--- src/logic/cid_defs.vh ---
// constants for the command interlock distributor
`ifndef CID_DEFS_VH
`define CID_DEFS_VH
// register byte offsets
`define CID_ADDR_CMD 4'h0
`define CID_ADDR_STAT 4'h4
`define CID_ADDR_PRG 4'h8
// command word bit positions
`define CID_C_PITCH1 0
`define CID_C_PITCH2 1
`define CID_C_OMAC_EN 2
`define CID_C_OMAC_DIS 3
`define CID_C_BIAS_POS 4
`define CID_C_BIAS_NEG 5
`define CID_C_BIAS_DIS 6
`define CID_C_BIAS_STEP 7
`define CID_C_MOM1_ON 8
`define CID_C_MOM2_ON 9
`define CID_C_MOM_DIS 10
`define CID_C_MOM_POS 11
`define CID_C_MOM_NEG 12
`define CID_C_DEPLOY 13
`define CID_C_DFC_ON 14
`define CID_C_DFC_OFF 15
`define CID_C_FPR_ON 16
`define CID_C_BEACON_NONE 17
`define CID_C_PROG_NONE 18
`define CID_C_RT_TX1 19
`define CID_C_RT_TX2 20
`define CID_C_VID_SEL 21
`define CID_C_VID_PLAY 22
`define CID_C_SCAN_PLAY1 23
`define CID_C_SCAN_PLAY2 24
`define CID_C_SCAN_PLAYB 25
`define CID_C_SCAN_EN2 26
`define CID_C_DECODER2 31
// programmer/input word bit positions
`define CID_P_EVEN 0
`define CID_P_ODD 1
`define CID_P_DROP 2
`define CID_P_TONE1 3
`define CID_P_TONE2 4
`define CID_P_BEACON1 5
`define CID_P_BEACON2 6
`define CID_P_OVERFLOW 7
`define CID_P_SCAN_SEL1 8
`define CID_P_SCAN_SEL2 9
// stepping switch
`define CID_STEP_W 4
`define CID_STEP_HIGH 4'hB
`define CID_STEP_MAX 4'hB
`define CID_STEP_RESET 4'h0
// tone hold: 20 s at 25 MHz, parameter default
`define CID_TONE_S 20
`define CID_CLK_HZ 25000000
// axi responses
`define CID_RESP_OK 2'h0
`define CID_RESP_ERR 2'h2
`endif

--- src/logic/cid_top.v ---
// command interlock distributor with axi4-lite register access
`timescale 1ns/1ps
`include "cid_defs.vh"
// Overview of operation
// RULE1 - pitch loop select also cancels dual motor
// RULE2 - bias polarity powers coil, enables stepping
// RULE3 - position 11 enters high-torque mode
// RULE4 - orbit coil, bias coil powered independently
// RULE5 - high torque: limit current if orbit disabled
// RULE6 - even phase negative, odd phase positive
// RULE7 - momentum coils any combination, commands only
// RULE8 - one polarity for both momentum coils
// RULE9 - drop pulse stops momentum, keeps polarity
// RULE10 - deploy relay follows pulse, bus by decoder
// RULE11 - commander selects transmitter before turn-on
// RULE12 - vidicon selection change ends playback
// RULE13 - no parallel scan playback; dual acts single
// RULE14 - converter off ties buses, pulses radiometer off
// RULE15 - radiometer on pulses converter on, calibration off
// RULE16 - no beacon: commutators off, bus unpowered
// RULE17 - no programmer: scan radiometer off pulse
// RULE18 - real-time select restores full-time mode
// RULE19 - decoder drop gives one forwarded pulse
// RULE20 - drop pulse ends playbacks, transmitter, advance
// RULE21 - tone 20 s turns on commutator
// RULE22 - overflow deselects both real-time transmitters
// RULE23 - each command is one synchronous strobe; deploy and decoder bits drive the outputs as levels
module cid_top #(
  parameter [31:0] TONE_CYCLES = `CID_TONE_S * `CID_CLK_HZ
) (
  input wire SYS_CLK,
  input wire RST_B,
  input wire [3:0] AWADDR,
  input wire AWVALID,
  output reg AWREADY,
  input wire [31:0] WDATA,
  input wire [3:0] WSTRB,
  input wire WVALID,
  output reg WREADY,
  output reg [1:0] BRESP,
  output reg BVALID,
  input wire BREADY,
  input wire [3:0] ARADDR,
  input wire ARVALID,
  output reg ARREADY,
  output reg [31:0] RDATA,
  output reg [1:0] RRESP,
  output reg RVALID,
  input wire RREADY,
  output reg [31:0] STATUS_OUT,
  output reg [15:0] PULSE_OUT
);
  // ------------------------------------------------------------
  // bus slave
  // ------------------------------------------------------------
  reg aw_held;
  reg w_held;
  reg [3:0] aw_addr;
  reg [31:0] w_data;
  reg [3:0] w_strb;
  reg [31:0] cmd_word;
  reg [31:0] prg_word;
  wire [31:0] status;
  function [31:0] merge;
    input [31:0] old;
    input [31:0] nw;
    input [3:0] strb;
    integer i;
    begin
      merge = old;
      for (i = 0; i < 4; i = i + 1)
        if (strb[i])
          merge[i*8 +: 8] = nw[i*8 +: 8];
    end
  endfunction
  // accept address and data in either order, respond after both
  always @(posedge SYS_CLK or negedge RST_B) begin
    if (!RST_B) begin
      aw_held <= 1'b0;
      w_held <= 1'b0;
      aw_addr <= 4'h0;
      w_data <= 32'h00000000;
      w_strb <= 4'h0;
      AWREADY <= 1'b0;
      WREADY <= 1'b0;
      BVALID <= 1'b0;
      BRESP <= `CID_RESP_OK;
      cmd_word <= 32'h00000000;
      prg_word <= 32'h00000000;
    end else begin
      AWREADY <= !aw_held && !AWREADY && AWVALID && !BVALID;
      WREADY <= !w_held && !WREADY && WVALID && !BVALID;
      if (AWVALID && AWREADY) begin
        aw_held <= 1'b1;
        aw_addr <= AWADDR;
      end
      if (WVALID && WREADY) begin
        w_held <= 1'b1;
        w_data <= WDATA;
        w_strb <= WSTRB;
      end
      if (aw_held && w_held && !BVALID) begin
        aw_held <= 1'b0;
        w_held <= 1'b0;
        BVALID <= 1'b1;
        BRESP <= `CID_RESP_OK;
        if (aw_addr == `CID_ADDR_CMD)
          cmd_word <= merge(cmd_word, w_data, w_strb);
        else if (aw_addr == `CID_ADDR_PRG)
          prg_word <= merge(prg_word, w_data, w_strb);
        else if (aw_addr != `CID_ADDR_STAT)
          BRESP <= `CID_RESP_ERR;
      end else if (BVALID && BREADY) begin
        BVALID <= 1'b0;
      end
    end
  end
  // read channel: one cycle to accept, data next
  always @(posedge SYS_CLK or negedge RST_B) begin
    if (!RST_B) begin
      ARREADY <= 1'b0;
      RVALID <= 1'b0;
      RDATA <= 32'h00000000;
      RRESP <= `CID_RESP_OK;
    end else begin
      ARREADY <= !ARREADY && ARVALID && !RVALID;
      if (ARVALID && ARREADY) begin
        RVALID <= 1'b1;
        RRESP <= `CID_RESP_OK;
        case (ARADDR)
          `CID_ADDR_CMD: RDATA <= cmd_word;
          `CID_ADDR_PRG: RDATA <= prg_word;
          `CID_ADDR_STAT: RDATA <= status;
          default: begin
            RDATA <= 32'h00000000;
            RRESP <= `CID_RESP_ERR;
          end
        endcase
      end else if (RVALID && RREADY) begin
        RVALID <= 1'b0;
      end
    end
  end
  // ------------------------------------------------------------
  // command strobes
  // ------------------------------------------------------------
  wire [31:0] cp;
  wire [31:0] pp;
  wire tone_fire1;
  wire tone_fire2;
  // each command bit that rises from 0 to 1 becomes one pulse
  cid_strobe u_cmd (.clk(SYS_CLK), .rst_b(RST_B), .level(cmd_word), .pulse(cp)); // RULE23
  cid_strobe u_prg (.clk(SYS_CLK), .rst_b(RST_B), .level(prg_word), .pulse(pp));
  cid_tone #(.HOLD(TONE_CYCLES)) u_tone1 (
    .clk(SYS_CLK), .rst_b(RST_B), .tone(prg_word[`CID_P_TONE1]), .fire(tone_fire1));
  cid_tone #(.HOLD(TONE_CYCLES)) u_tone2 (
    .clk(SYS_CLK), .rst_b(RST_B), .tone(prg_word[`CID_P_TONE2]), .fire(tone_fire2));
  wire drop = pp[`CID_P_DROP]; // RULE19
  // ------------------------------------------------------------
  // relay state
  // ------------------------------------------------------------
  reg omac_en;
  reg bias_en;
  reg bias_neg;
  reg [`CID_STEP_W-1:0] step_pos;
  reg mom1;
  reg mom2;
  reg mom_neg;
  reg dig_tied;
  reg hk_bus;
  reg comm1;
  reg comm2;
  reg auto_adv;
  reg vid_sel;
  reg vid_play;
  reg scan_play1;
  reg scan_play2;
  reg rt_sel1;
  reg rt_sel2;
  reg hr_tx_on;
  reg manual_adv;
  reg comm_out;
  wire high_torque = (step_pos == `CID_STEP_HIGH); // RULE3
  wire omac_drive = prg_word[`CID_P_EVEN] | prg_word[`CID_P_ODD];
  // attitude coil relays
  always @(posedge SYS_CLK or negedge RST_B) begin
    if (!RST_B) begin
      omac_en <= 1'b0;
      bias_en <= 1'b0;
      bias_neg <= 1'b0;
      step_pos <= `CID_STEP_RESET;
      mom1 <= 1'b0;
      mom2 <= 1'b0;
      mom_neg <= 1'b0;
    end else begin
      if (cp[`CID_C_OMAC_EN]) omac_en <= 1'b1; // RULE4
      if (cp[`CID_C_OMAC_DIS]) omac_en <= 1'b0; // RULE4
      if (cp[`CID_C_BIAS_DIS]) bias_en <= 1'b0; // RULE4
      if (cp[`CID_C_BIAS_POS] || cp[`CID_C_BIAS_NEG]) bias_en <= 1'b1; // RULE2
      if (cp[`CID_C_BIAS_POS]) bias_neg <= 1'b0;
      if (cp[`CID_C_BIAS_NEG]) bias_neg <= 1'b1;
      if (high_torque && pp[`CID_P_EVEN]) bias_neg <= 1'b1; // RULE6
      if (high_torque && pp[`CID_P_ODD]) bias_neg <= 1'b0; // RULE6
      if (cp[`CID_C_BIAS_STEP] && bias_en) // RULE2
        step_pos <= (step_pos == `CID_STEP_MAX) ? `CID_STEP_RESET : step_pos + 4'h1;
      if (cp[`CID_C_MOM1_ON]) mom1 <= 1'b1; // RULE7
      if (cp[`CID_C_MOM2_ON]) mom2 <= 1'b1; // RULE7
      if (cp[`CID_C_MOM_DIS] || drop) begin
        mom1 <= 1'b0; // RULE9
        mom2 <= 1'b0;
      end
      if (cp[`CID_C_MOM_POS]) mom_neg <= 1'b0; // RULE8
      if (cp[`CID_C_MOM_NEG]) mom_neg <= 1'b1; // RULE8
    end
  end
  // recorder, telemetry and transmitter relays
  always @(posedge SYS_CLK or negedge RST_B) begin
    if (!RST_B) begin
      dig_tied <= 1'b1;
      hk_bus <= 1'b0;
      comm1 <= 1'b0;
      comm2 <= 1'b0;
      auto_adv <= 1'b0;
      vid_sel <= 1'b0;
      vid_play <= 1'b0;
      scan_play1 <= 1'b0;
      scan_play2 <= 1'b0;
      rt_sel1 <= 1'b0;
      rt_sel2 <= 1'b0;
      hr_tx_on <= 1'b0;
      manual_adv <= 1'b0;
      comm_out <= 1'b0;
    end else begin
      if (cp[`CID_C_DFC_ON] || cp[`CID_C_FPR_ON]) dig_tied <= 1'b0;
      if (cp[`CID_C_DFC_OFF]) dig_tied <= 1'b1; // RULE14
      if (cp[`CID_C_BEACON_NONE]) begin
        comm1 <= 1'b0; // RULE16
        comm2 <= 1'b0;
        hk_bus <= 1'b0;
      end
      if (tone_fire1 || tone_fire2) begin
        auto_adv <= 1'b1; // RULE21
        hk_bus <= 1'b1;
        comm_out <= 1'b1;
      end
      if (tone_fire1 && prg_word[`CID_P_BEACON1]) comm1 <= 1'b1; // RULE21
      if (tone_fire2 && prg_word[`CID_P_BEACON2]) comm2 <= 1'b1; // RULE21
      if (cp[`CID_C_VID_SEL]) vid_sel <= ~vid_sel;
      if (cp[`CID_C_VID_PLAY] && hr_tx_on) vid_play <= 1'b1;
      if (cp[`CID_C_VID_SEL]) vid_play <= 1'b0; // RULE12
      // only one scan recorder plays; dual with one selected acts single
      if (!scan_play1 && !scan_play2) begin
        if ((cp[`CID_C_SCAN_PLAY1] || cp[`CID_C_SCAN_PLAYB]) && prg_word[`CID_P_SCAN_SEL1])
          scan_play1 <= hr_tx_on; // RULE13
        else if ((cp[`CID_C_SCAN_PLAY2] || cp[`CID_C_SCAN_PLAYB]) && prg_word[`CID_P_SCAN_SEL2])
          scan_play2 <= hr_tx_on; // RULE13
      end
      if (cp[`CID_C_RT_TX1]) begin
        rt_sel1 <= 1'b1;
        rt_sel2 <= 1'b0;
      end
      if (cp[`CID_C_RT_TX2]) begin
        rt_sel2 <= 1'b1;
        rt_sel1 <= 1'b0;
      end
      if (pp[`CID_P_OVERFLOW]) begin
        rt_sel1 <= 1'b0; // RULE22
        rt_sel2 <= 1'b0;
      end
      if (prg_word[`CID_P_SCAN_SEL1] && prg_word[`CID_P_SCAN_SEL2]) hr_tx_on <= 1'b1;
      if (cp[`CID_C_SCAN_EN2]) manual_adv <= 1'b1;
      if (drop) begin
        vid_play <= 1'b0; // RULE20
        scan_play1 <= 1'b0;
        scan_play2 <= 1'b0;
        hr_tx_on <= 1'b0;
        manual_adv <= 1'b0;
        comm_out <= 1'b0;
      end
    end
  end
  assign status = {7'h00, comm_out, manual_adv, hr_tx_on, rt_sel2, rt_sel1,
    scan_play2, scan_play1, vid_play, vid_sel, auto_adv, comm2, comm1, hk_bus,
    dig_tied, mom_neg, mom2, mom1, step_pos, bias_neg, bias_en, omac_en, high_torque};
  // ------------------------------------------------------------
  // output registers and derived pulses
  // ------------------------------------------------------------
  always @(posedge SYS_CLK or negedge RST_B) begin
    if (!RST_B) begin
      STATUS_OUT <= 32'h00000000;
      PULSE_OUT <= 16'h0000;
    end else begin
      STATUS_OUT <= status;
      PULSE_OUT[0] <= cp[`CID_C_PITCH1] | cp[`CID_C_PITCH2]; // RULE1
      PULSE_OUT[1] <= cmd_word[`CID_C_DEPLOY] & ~cmd_word[`CID_C_DECODER2]; // RULE10
      PULSE_OUT[2] <= cmd_word[`CID_C_DEPLOY] & cmd_word[`CID_C_DECODER2]; // RULE10
      PULSE_OUT[3] <= cp[`CID_C_DFC_OFF]; // RULE14
      PULSE_OUT[4] <= cp[`CID_C_FPR_ON]; // RULE15
      PULSE_OUT[5] <= cp[`CID_C_FPR_ON]; // RULE15
      PULSE_OUT[6] <= cp[`CID_C_PROG_NONE]; // RULE17
      PULSE_OUT[7] <= cp[`CID_C_RT_TX1] | cp[`CID_C_RT_TX2]; // RULE18
      PULSE_OUT[8] <= drop; // RULE19
      PULSE_OUT[9] <= drop; // RULE20
      // bias coil drive: direct, or current-limited in high torque with orbit disabled
      PULSE_OUT[10] <= bias_en & (high_torque ? (omac_drive & omac_en) : 1'b1); // RULE5
      PULSE_OUT[11] <= bias_en & high_torque & omac_drive & ~omac_en; // RULE5
      PULSE_OUT[12] <= omac_en & omac_drive;
      PULSE_OUT[13] <= mom1;
      PULSE_OUT[14] <= mom2;
      PULSE_OUT[15] <= cp[`CID_C_DFC_ON] | cp[`CID_C_FPR_ON];
    end
  end
endmodule // cid_top

--- src/logic/cid_strobe.v ---
// one-shot strobe generator for command bits
`timescale 1ns/1ps
module cid_strobe (
  input wire clk,
  input wire rst_b,
  input wire [31:0] level,
  output reg [31:0] pulse
);
  reg [31:0] prev;
  // rising edge to one-cycle pulse
  always @(posedge clk or negedge rst_b) begin
    if (!rst_b) begin
      prev <= 32'h00000000;
      pulse <= 32'h00000000;
    end else begin
      prev <= level;
      pulse <= level & ~prev;
    end
  end
endmodule // cid_strobe

--- src/logic/cid_tone.v ---
// tone persistence timer
`timescale 1ns/1ps
module cid_tone #(
  parameter [31:0] HOLD = 32'd500000000
) (
  input wire clk,
  input wire rst_b,
  input wire tone,
  output reg fire
);
  reg [31:0] cnt;
  // count steady tone, fire once when held long enough
  always @(posedge clk or negedge rst_b) begin
    if (!rst_b) begin
      cnt <= 32'h00000000;
      fire <= 1'b0;
    end else begin
      fire <= tone && (cnt == HOLD - 32'h00000001);
      if (!tone)
        cnt <= 32'h00000000;
      else if (cnt != HOLD)
        cnt <= cnt + 32'h00000001;
    end
  end
endmodule // cid_tone

--- config.mk ---
export PLATFORM = sky130hd
export DESIGN_NAME = cid_top
export DESIGN_NICKNAME = d
export VERILOG_FILES = /design/src/logic/cid_top.v /design/src/logic/cid_strobe.v /design/src/logic/cid_tone.v
export VERILOG_INCLUDE_DIRS = /design/src /design/src/logic
export SDC_FILE = /design/constraint.sdc
export NUM_CORES = 1
export LEC_CHECK = 0
export BUFFER_PORTS_ARGS = -buffer_cell sky130_fd_sc_hd__buf_4
export CAP_MARGIN = 25
export CORE_MARGIN = 5
export CORE_UTILIZATION = 30
export CTS_CLUSTER_DIAMETER = 120
export DETAILED_ROUTE_END_ITERATION = 12
export PLACE_DENSITY = 0.49
export SYNTH_ARGS = -nofsm -noshare
export SYNTH_HDL_FRONTEND = slang
export SYNTH_SLANG_ARGS = --single-unit
--- constraint.sdc ---
create_clock -name SYS_CLK -period 2 [get_ports SYS_CLK]
set_input_delay 0.3 -clock SYS_CLK [delete_from_list [all_inputs] [get_ports SYS_CLK]]
set_output_delay 0.3 -clock SYS_CLK [all_outputs]
set_load 0.01 [all_outputs]
==> results.sh, run 1 <==
export IMPL_whs_endpoint="w_data[23]"
export IMPL_switchingPower_mw=5.21
export IMPL_cp_slowest_cell="or4b_1"
export IMPL_hold_start="WDATA[23]"
export IMPL_startpoint_type="flop"
export IMPL_total_power_mw=19.6
export IMPL_p_comb_frac=0.145
export IMPL_grt_max_degree=62
export IMPL_hold_viol_final=0
export IMPL_vias=8421
export IMPL_synth_edf_count=0
export IMPL_dp_cells=1750
export IMPL_die_w_um=218
export IMPL_setup_violations=0
export IMPL_fin_crit_ns=1.91
export IMPL_cts_tree="done"
export IMPL_dieHeight_um=218
export IMPL_avgSynthCellArea_um2=12.9
export IMPL_critPathMaxStageDelay_ns=0.53
export IMPL_cp_required_ns=2.46
export IMPL_tightest_slew_ns=0.611
export IMPL_drc=0
export IMPL_cp_max_fo=5
export IMPL_ios=140
export IMPL_critical_path_class="reg2reg"
export IMPL_min_path_type="in2reg"
export IMPL_hold_path_depth=2
export IMPL_yosys_area_top_type="dfrtp_1"
export IMPL_r2r_end="u_tone2.cnt[25]"
export IMPL_end_kind="flop"
export IMPL_yosysTopAreaCellShare=0.639
export IMPL_numCtsBuffers=38
export IMPL_rsz0062_at_grt="no"
export IMPL_antenna_left=0
export IMPL_vias_per_cell=4.53
export IMPL_timing_rr_start="u_tone2.cnt[1]"
export IMPL_status="finished clean"
export IMPL_swShare=0.265
export IMPL_cp_cell_sequence="nand2_2, nor4_4, buf_4, buf_4, nand3_2, or4b_1, nand2_1"
export IMPL_crit_family="simple AND/OR/NAND/NOR gates"
export IMPL_wl_um=31200
export IMPL_wl_per_cell_um=16.8
export IMPL_skew_ns=0.0159
export IMPL_max_cap_violations=0
export IMPL_max_freq_mhz=524
export IMPL_seqPwrFrac=0.500
export IMPL_crit_buf_inv=2
export IMPL_drive_above_1_share=0.313
export IMPL_clk_latency_ns=0.54
export IMPL_clkTransAtPathRegs_ns=0.06
export IMPL_period_share=0.955
export IMPL_grt_pass1_wl_um=49900
export IMPL_p_leak_nw=7.83
export IMPL_r2r_slack_ns=0.09
export IMPL_finish_net_count=1302
export IMPL_synth_cell_types=51
export IMPL_yosysMostFrequentCell="dfrtp_1"
export IMPL_critPathMostFrequentCell="buf_4"
export IMPL_syn_cell_area_um2=13000
export IMPL_ir_drop_mv=0.588
export IMPL_ys_flop_type="dfrtp_1"
export IMPL_antenna_cells=0
export IMPL_worstPathArrival_ns=2.38
export IMPL_stdcell_count=1857
export IMPL_ys_seq_elements=332
export IMPL_r2r_cells=7
export IMPL_p_clk_frac=0.356
export IMPL_antenna_found_initial=0
export IMPL_drv_slew=0
export IMPL_area_growth_pct=29.9
export IMPL_async_flop_share=1.00
export IMPL_grt_pass1_vias=8934
export IMPL_gr_usage_all_layers=0.130
export IMPL_initial_utilization=0.302
export IMPL_core_area_um2=42900
export IMPL_place_hpwl_um=21300
export IMPL_htree_num_levels=2
export IMPL_timing_hold_ws_ns=0.0343
export IMPL_drtPass1Iterations=8
export IMPL_relSlewSlack=0.593
export IMPL_rows=76
export IMPL_p_per_area_nw_per_um2=1160
export IMPL_cts_sinks=332
export IMPL_clockRootBuffer="clkbuf_16"
export IMPL_grt_ovfl_total=0
export IMPL_routabilityCongestion=0.741
export IMPL_yosysWarnings=0
export IMPL_io_buffer_count=130
export IMPL_dieArea_um2=47500
export IMPL_internal_power_mw=14.4
export IMPL_detail_route_iter0_violations=442
export IMPL_synth_area_leaders="dfrtp_1, mux2_2, xnor2_1, nand2_1, and2_1"
export IMPL_ys_seq_area_frac=0.641
export IMPL_synthTopCellsByCount="dfrtp_1, mux2_2, nand2_1, o21ai_0, and2_1"
export IMPL_clockBufferDepth=3
export IMPL_syn_inst=1002
-- cells in the final DEF, fill, tap and decap left out, types with 9 or more instances in the layout --
cell           instances
inv_1                 25
buf_4                193
or3_1                 14
and2_1                42
dfrtp_1              329
clkbuf_16             39
nor3_1                14
xor2_1                11
nor4b_1                9
dlygate4sd3_1         38
conb_1                 9
a222oi_1              25
o21ai_0               53
nand3_1               26
clkbuf_1               9
nand4_1               18
xnor2_1               35
a21boi_0              12
mux2_2               105
nand2_1               71
nor2b_1               42
nor2_1                29
-- flip-flops by register name (all words and copies together), names as in the netlist, 23 cells and up --
register,cells
u_cmd.prev,26
u_tone2.cnt,32
RDATA,32
STATUS_OUT,23
w_data,32
prg_word,32
u_tone1.cnt,32
u_cmd.pulse,26
cmd_word,32
-- final cells by class --
type / count / area (um2)
Fill cell: 4123 / 26000
Sequential cell: 332 / 8310
Multi-Input combinational cell: 609 / 4450
Timing Repair Buffer: 240 / 2000
Clock buffer: 56 / 1120
Tap cell: 585 / 732
Clock inverter: 10 / 144
Inverter: 25 / 93.8
-- power by group through the flow --
stage	Sequential, mW	Clock, mW	Combinational, mW
after global placement	9.91	0	2.76
after floorplan	9.46	0	1.68
after CTS	9.83	7.25	2.91
final	9.81	6.98	2.84
after global routing	10.0	7.50	3.15
after detailed placement	9.93	0	2.83
-- stage by stage --
stage	area (um2)	setup WS, ns	util	setup TNS [ns]
after floorplan	13000	0.171	-	0
after global placement	15100	-0.0736	0.353	-2.51
after detailed placement	15100	-0.0688	0.353	-1.28
after CTS	16800	0.0499	0.391	0
after global routing	16900	0.00229	0.393	0
final	16900	0.0898	0.393	0
-- routing by layer --
layer	up-vias	GRT usage	part of all wire	wire [um]
li1	4006	-	-	-
met1	4226	0.174	0.46	14300
met2	147	0.218	0.48	15000
met3	42	0.0236	0.039	1220
met4	0	0.0377	0.020	614
met5	-	0	0	0
-- what timing repair did --
action | 4_1_cts | 5_1_grt
endpoints found under the setup margin | 57 | 52
hold endpoints to repair | 73 | 0
pin swaps | 0 | 2
setup buffers | 0 | 3
hold buffers | 38 | 0
resized for setup | 1 | 13
-- worst register-to-register path, stage by stage, from the launching register on --
cell and delay, ns:
dfrtp_2 0.40, nand2_2 0.09, nor4_4 0.37, buf_4 0.18
buf_4 0.10, nand3_2 0.10, or4b_1 0.53, nand2_1 0.08
-- cell families (layout without fill, tap and decap cells) --
logic type      Yosys count  after routing  share of synthesized area
xor+xnor                 46             46                     0.0311
simple gates            322            322                      0.143
other cells               1              9                   0.000289
buf+inv                  69            331                     0.0237
compound gates          118            118                     0.0625
flops                   332            332                      0.641
fa+ha+maj                 5              5                    0.00482
mux                     109            109                     0.0943
-- worst max path at each step --
stage	to	slack, ns	depth (start not counted)	start
global route	u_tone1.cnt[30]	0.002	6	u_tone1.cnt[0]
detailed placement	cmd_word[12]	-0.07	6	BVALID
floorplan	u_tone2.cnt[25]	0.17	6	u_tone2.cnt[11]
CTS	u_tone2.cnt[17]	0.05	6	u_tone2.cnt[5]
global placement	cmd_word[11]	-0.07	6	BVALID
finish	u_tone2.cnt[25]	0.09	7	u_tone2.cnt[1]
(Power assumes the default switching activity.)
==> run 2, diff against run 1 <==
- CTS_BUF_LIST: default -> sky130_fd_sc_hd__clkbuf_2
==> run 2 against run 1 <==
  * Combinational power up 29%
  * Non-clock buffer count up 96
  * Routed wire length is 5.0% higher
  * Count of clock-buffer cells in the layout up 74
  * Clock skew grew 0.081 ns
  * Setup slack got worse by 0.097 ns
  * Critical path depth rose by 1
  * Largest power group unchanged
  * Die area unchanged
  * The run now ends with setup timing left
==> results.sh, run 2 (synthesis results as in run 1) <==
export IMPL_finish_net_count=1449
export IMPL_core_area_um2=42900
export IMPL_period_share=1.00
export IMPL_p_comb_frac=0.198
export IMPL_drt_met1_wl_um=14700
export IMPL_die_w_um=218
export IMPL_r2r_slack_ns=0.10
export IMPL_drc=0
export IMPL_clkTransAtPathRegs_ns=0.10
export IMPL_hold_viol_final=0
export IMPL_drv_slew=0
export IMPL_grt_max_degree=62
export IMPL_antenna_found_initial=1
export IMPL_rsz0062_at_grt="yes"
export IMPL_rows=76
export IMPL_cts_sinks=332
export IMPL_worstPathArrival_ns=2.93
export IMPL_end_kind="flop"
export IMPL_htree_num_levels=3
export IMPL_r2r_cells=6
export IMPL_wl_um=32700
export IMPL_detail_route_iter0_violations=470
export IMPL_cp_max_fo=32
export IMPL_drive_above_1_share=0.337
export IMPL_wl_per_cell_um=16.0
export IMPL_grt_ovfl_total=0
export IMPL_worst_slack_ns=-0.00698
export IMPL_min_path_type="in2reg"
export IMPL_relSlewSlack=0.614
export IMPL_critical_path_class="in2reg"
export IMPL_dieArea_um2=47500
export IMPL_place_hpwl_um=21300
export IMPL_dieHeight_um=218
export IMPL_fin_crit_ns=2.01
export IMPL_whs_endpoint="AWREADY"
export IMPL_swShare=0.298
export IMPL_place_ws_ns=-0.0688
export IMPL_tightest_slew_ns=0.579
export IMPL_gr_usage_all_layers=0.139
export IMPL_hold_start="AWVALID"
export IMPL_area_growth_pct=34.9
export IMPL_ios=140
export IMPL_numCtsBuffers=89
export IMPL_seqPwrFrac=0.532
export IMPL_p_leak_nw=8.30
export IMPL_r2r_end="u_tone2.cnt[25]"
export IMPL_drtPass1Iterations=7
export IMPL_total_power_mw=18.4
export IMPL_violations="setup timing"
export IMPL_cp_required_ns=2.92
export IMPL_antenna_left=0
export IMPL_hold_path_depth=3
export IMPL_p_clk_frac=0.270
export IMPL_setup_violations=1
export IMPL_routabilityCongestion=0.741
export IMPL_max_cap_violations=0
export IMPL_switchingPower_mw=5.49
export IMPL_met2_length_um=15900
export IMPL_internal_power_mw=13.0
export IMPL_clockRootBuffer="clkbuf_2"
export IMPL_startpoint_type="input pin"
export IMPL_dr_max_layer_used="met4"
export IMPL_grt_pass1_vias=9735
export IMPL_p_per_area_nw_per_um2=1050
export IMPL_grt_pass1_wl_um=52600
export IMPL_cts_tree="done"
export IMPL_timing_rr_start="u_tone2.cnt[0]"
export IMPL_status="finished, violations left"
export IMPL_skew_ns=0.0972
export IMPL_vias=9144
export IMPL_layout_commonest_cell="dfrtp_1"
export IMPL_ir_drop_mv=0.465
export IMPL_vias_per_cell=4.47
export IMPL_max_freq_mhz=498
export IMPL_timing_hold_ws_ns=0.169
export IMPL_clk_latency_ns=0.99
export IMPL_io_buffer_count=130
export IMPL_clockBufferDepth=3
export IMPL_wl_met3_um=1450
export IMPL_layout_common_cells="dfrtp_1, buf_4, clkbuf_2, dlygate4sd3_1, mux2_2"
export IMPL_initial_utilization=0.302
-- run 2: cell count changes in the layout (fill, tap and decap cells not counted), sizes merged --
cell | before | now
dlygate4sd3 | 38 | 123
clkbuf | 56 | 130
clkinv | 5 | 23
buf | 202 | 213
diode | 0 | 1
inv | 27 | 28
-- run 2: worst max-delay path by stage --
stage / start / endpoint / slack (ns) / cells after the start
6_report: ARADDR[1] / RDATA[20] / -0.007 / 8
4_1_cts: BVALID / BVALID / -0.01 / 2
3_5_place_dp: BVALID / cmd_word[12] / -0.07 / 6
3_3_place_gp: BVALID / cmd_word[11] / -0.07 / 6
5_1_grt: PULSE_OUT[9] / PULSE_OUT[9] / -0.05 / 1
2_1_floorplan: u_tone2.cnt[11] / u_tone2.cnt[25] / 0.17 / 6
-- run 2: repair_timing --
item / 4_1_cts / 5_1_grt
pin swaps: 0 / 3
buffers inserted: 4 / 9
endpoints found under the setup margin: 30 / 63
endpoints found under the hold margin: 412 / 0
resized for setup: 12 / 27
hold buffers: 124 / 0
-- run 2: power groups by stage --
stage | clock [mW] | sequential [mW] | combinational, mW
2_1_floorplan | 0 | 9.46 | 1.68
3_3_place_gp | 0 | 9.91 | 2.76
3_5_place_dp | 0 | 9.93 | 2.83
4_1_cts | 5.28 | 9.81 | 3.64
5_1_grt | 5.65 | 10.0 | 4.01
6_report | 4.99 | 9.81 | 3.65
-- run 2: layout make-up --
type,instances,area [um2]
flip-flops and latches,332,8310
diodes,1,2.50
clock inverters,29,210
multi-input cells,609,4460
well taps,585,732
fillers,4174,25400
clock buffers,130,651
inverters,25,93.8
repair buffers,336,3030
-- run 2: per-stage QoR --
| step | cell area (um2) | instances | TNS (ns) | util |
|---|---|---|---|---|
| 2_1_floorplan | 13000 | 1010 | 0 | - |
| 3_3_place_gp | 15100 | 1750 | -2.51 | 0.353 |
| 3_5_place_dp | 15100 | 1750 | -1.28 | 0.353 |
| 4_1_cts | 17300 | 2037 | -0.0341 | 0.404 |
| 5_1_grt | 17500 | 2047 | -0.289 | 0.408 |
| 6_report | 17500 | 2047 | -0.00698 | 0.408 |
-- run 2: critical path, cell delays in order --
cell and delay, ns:
dlygate4sd3_1 0.55, buf_4 0.16, nor4b_2 0.24, dlygate4sd3_1 0.64, buf_12 0.23, a222oi_1 0.11, dlygate4sd3_1 0.56, o21ai_0 0.13
-- run 2: layer usage --
layer / GRT usage / vias to the layer above
li1: - / 4357
met5: 0 / -
met3: 0.0358 / 52
met2: 0.228 / 180
met4: 0.0490 / 0
met1: 0.178 / 4555
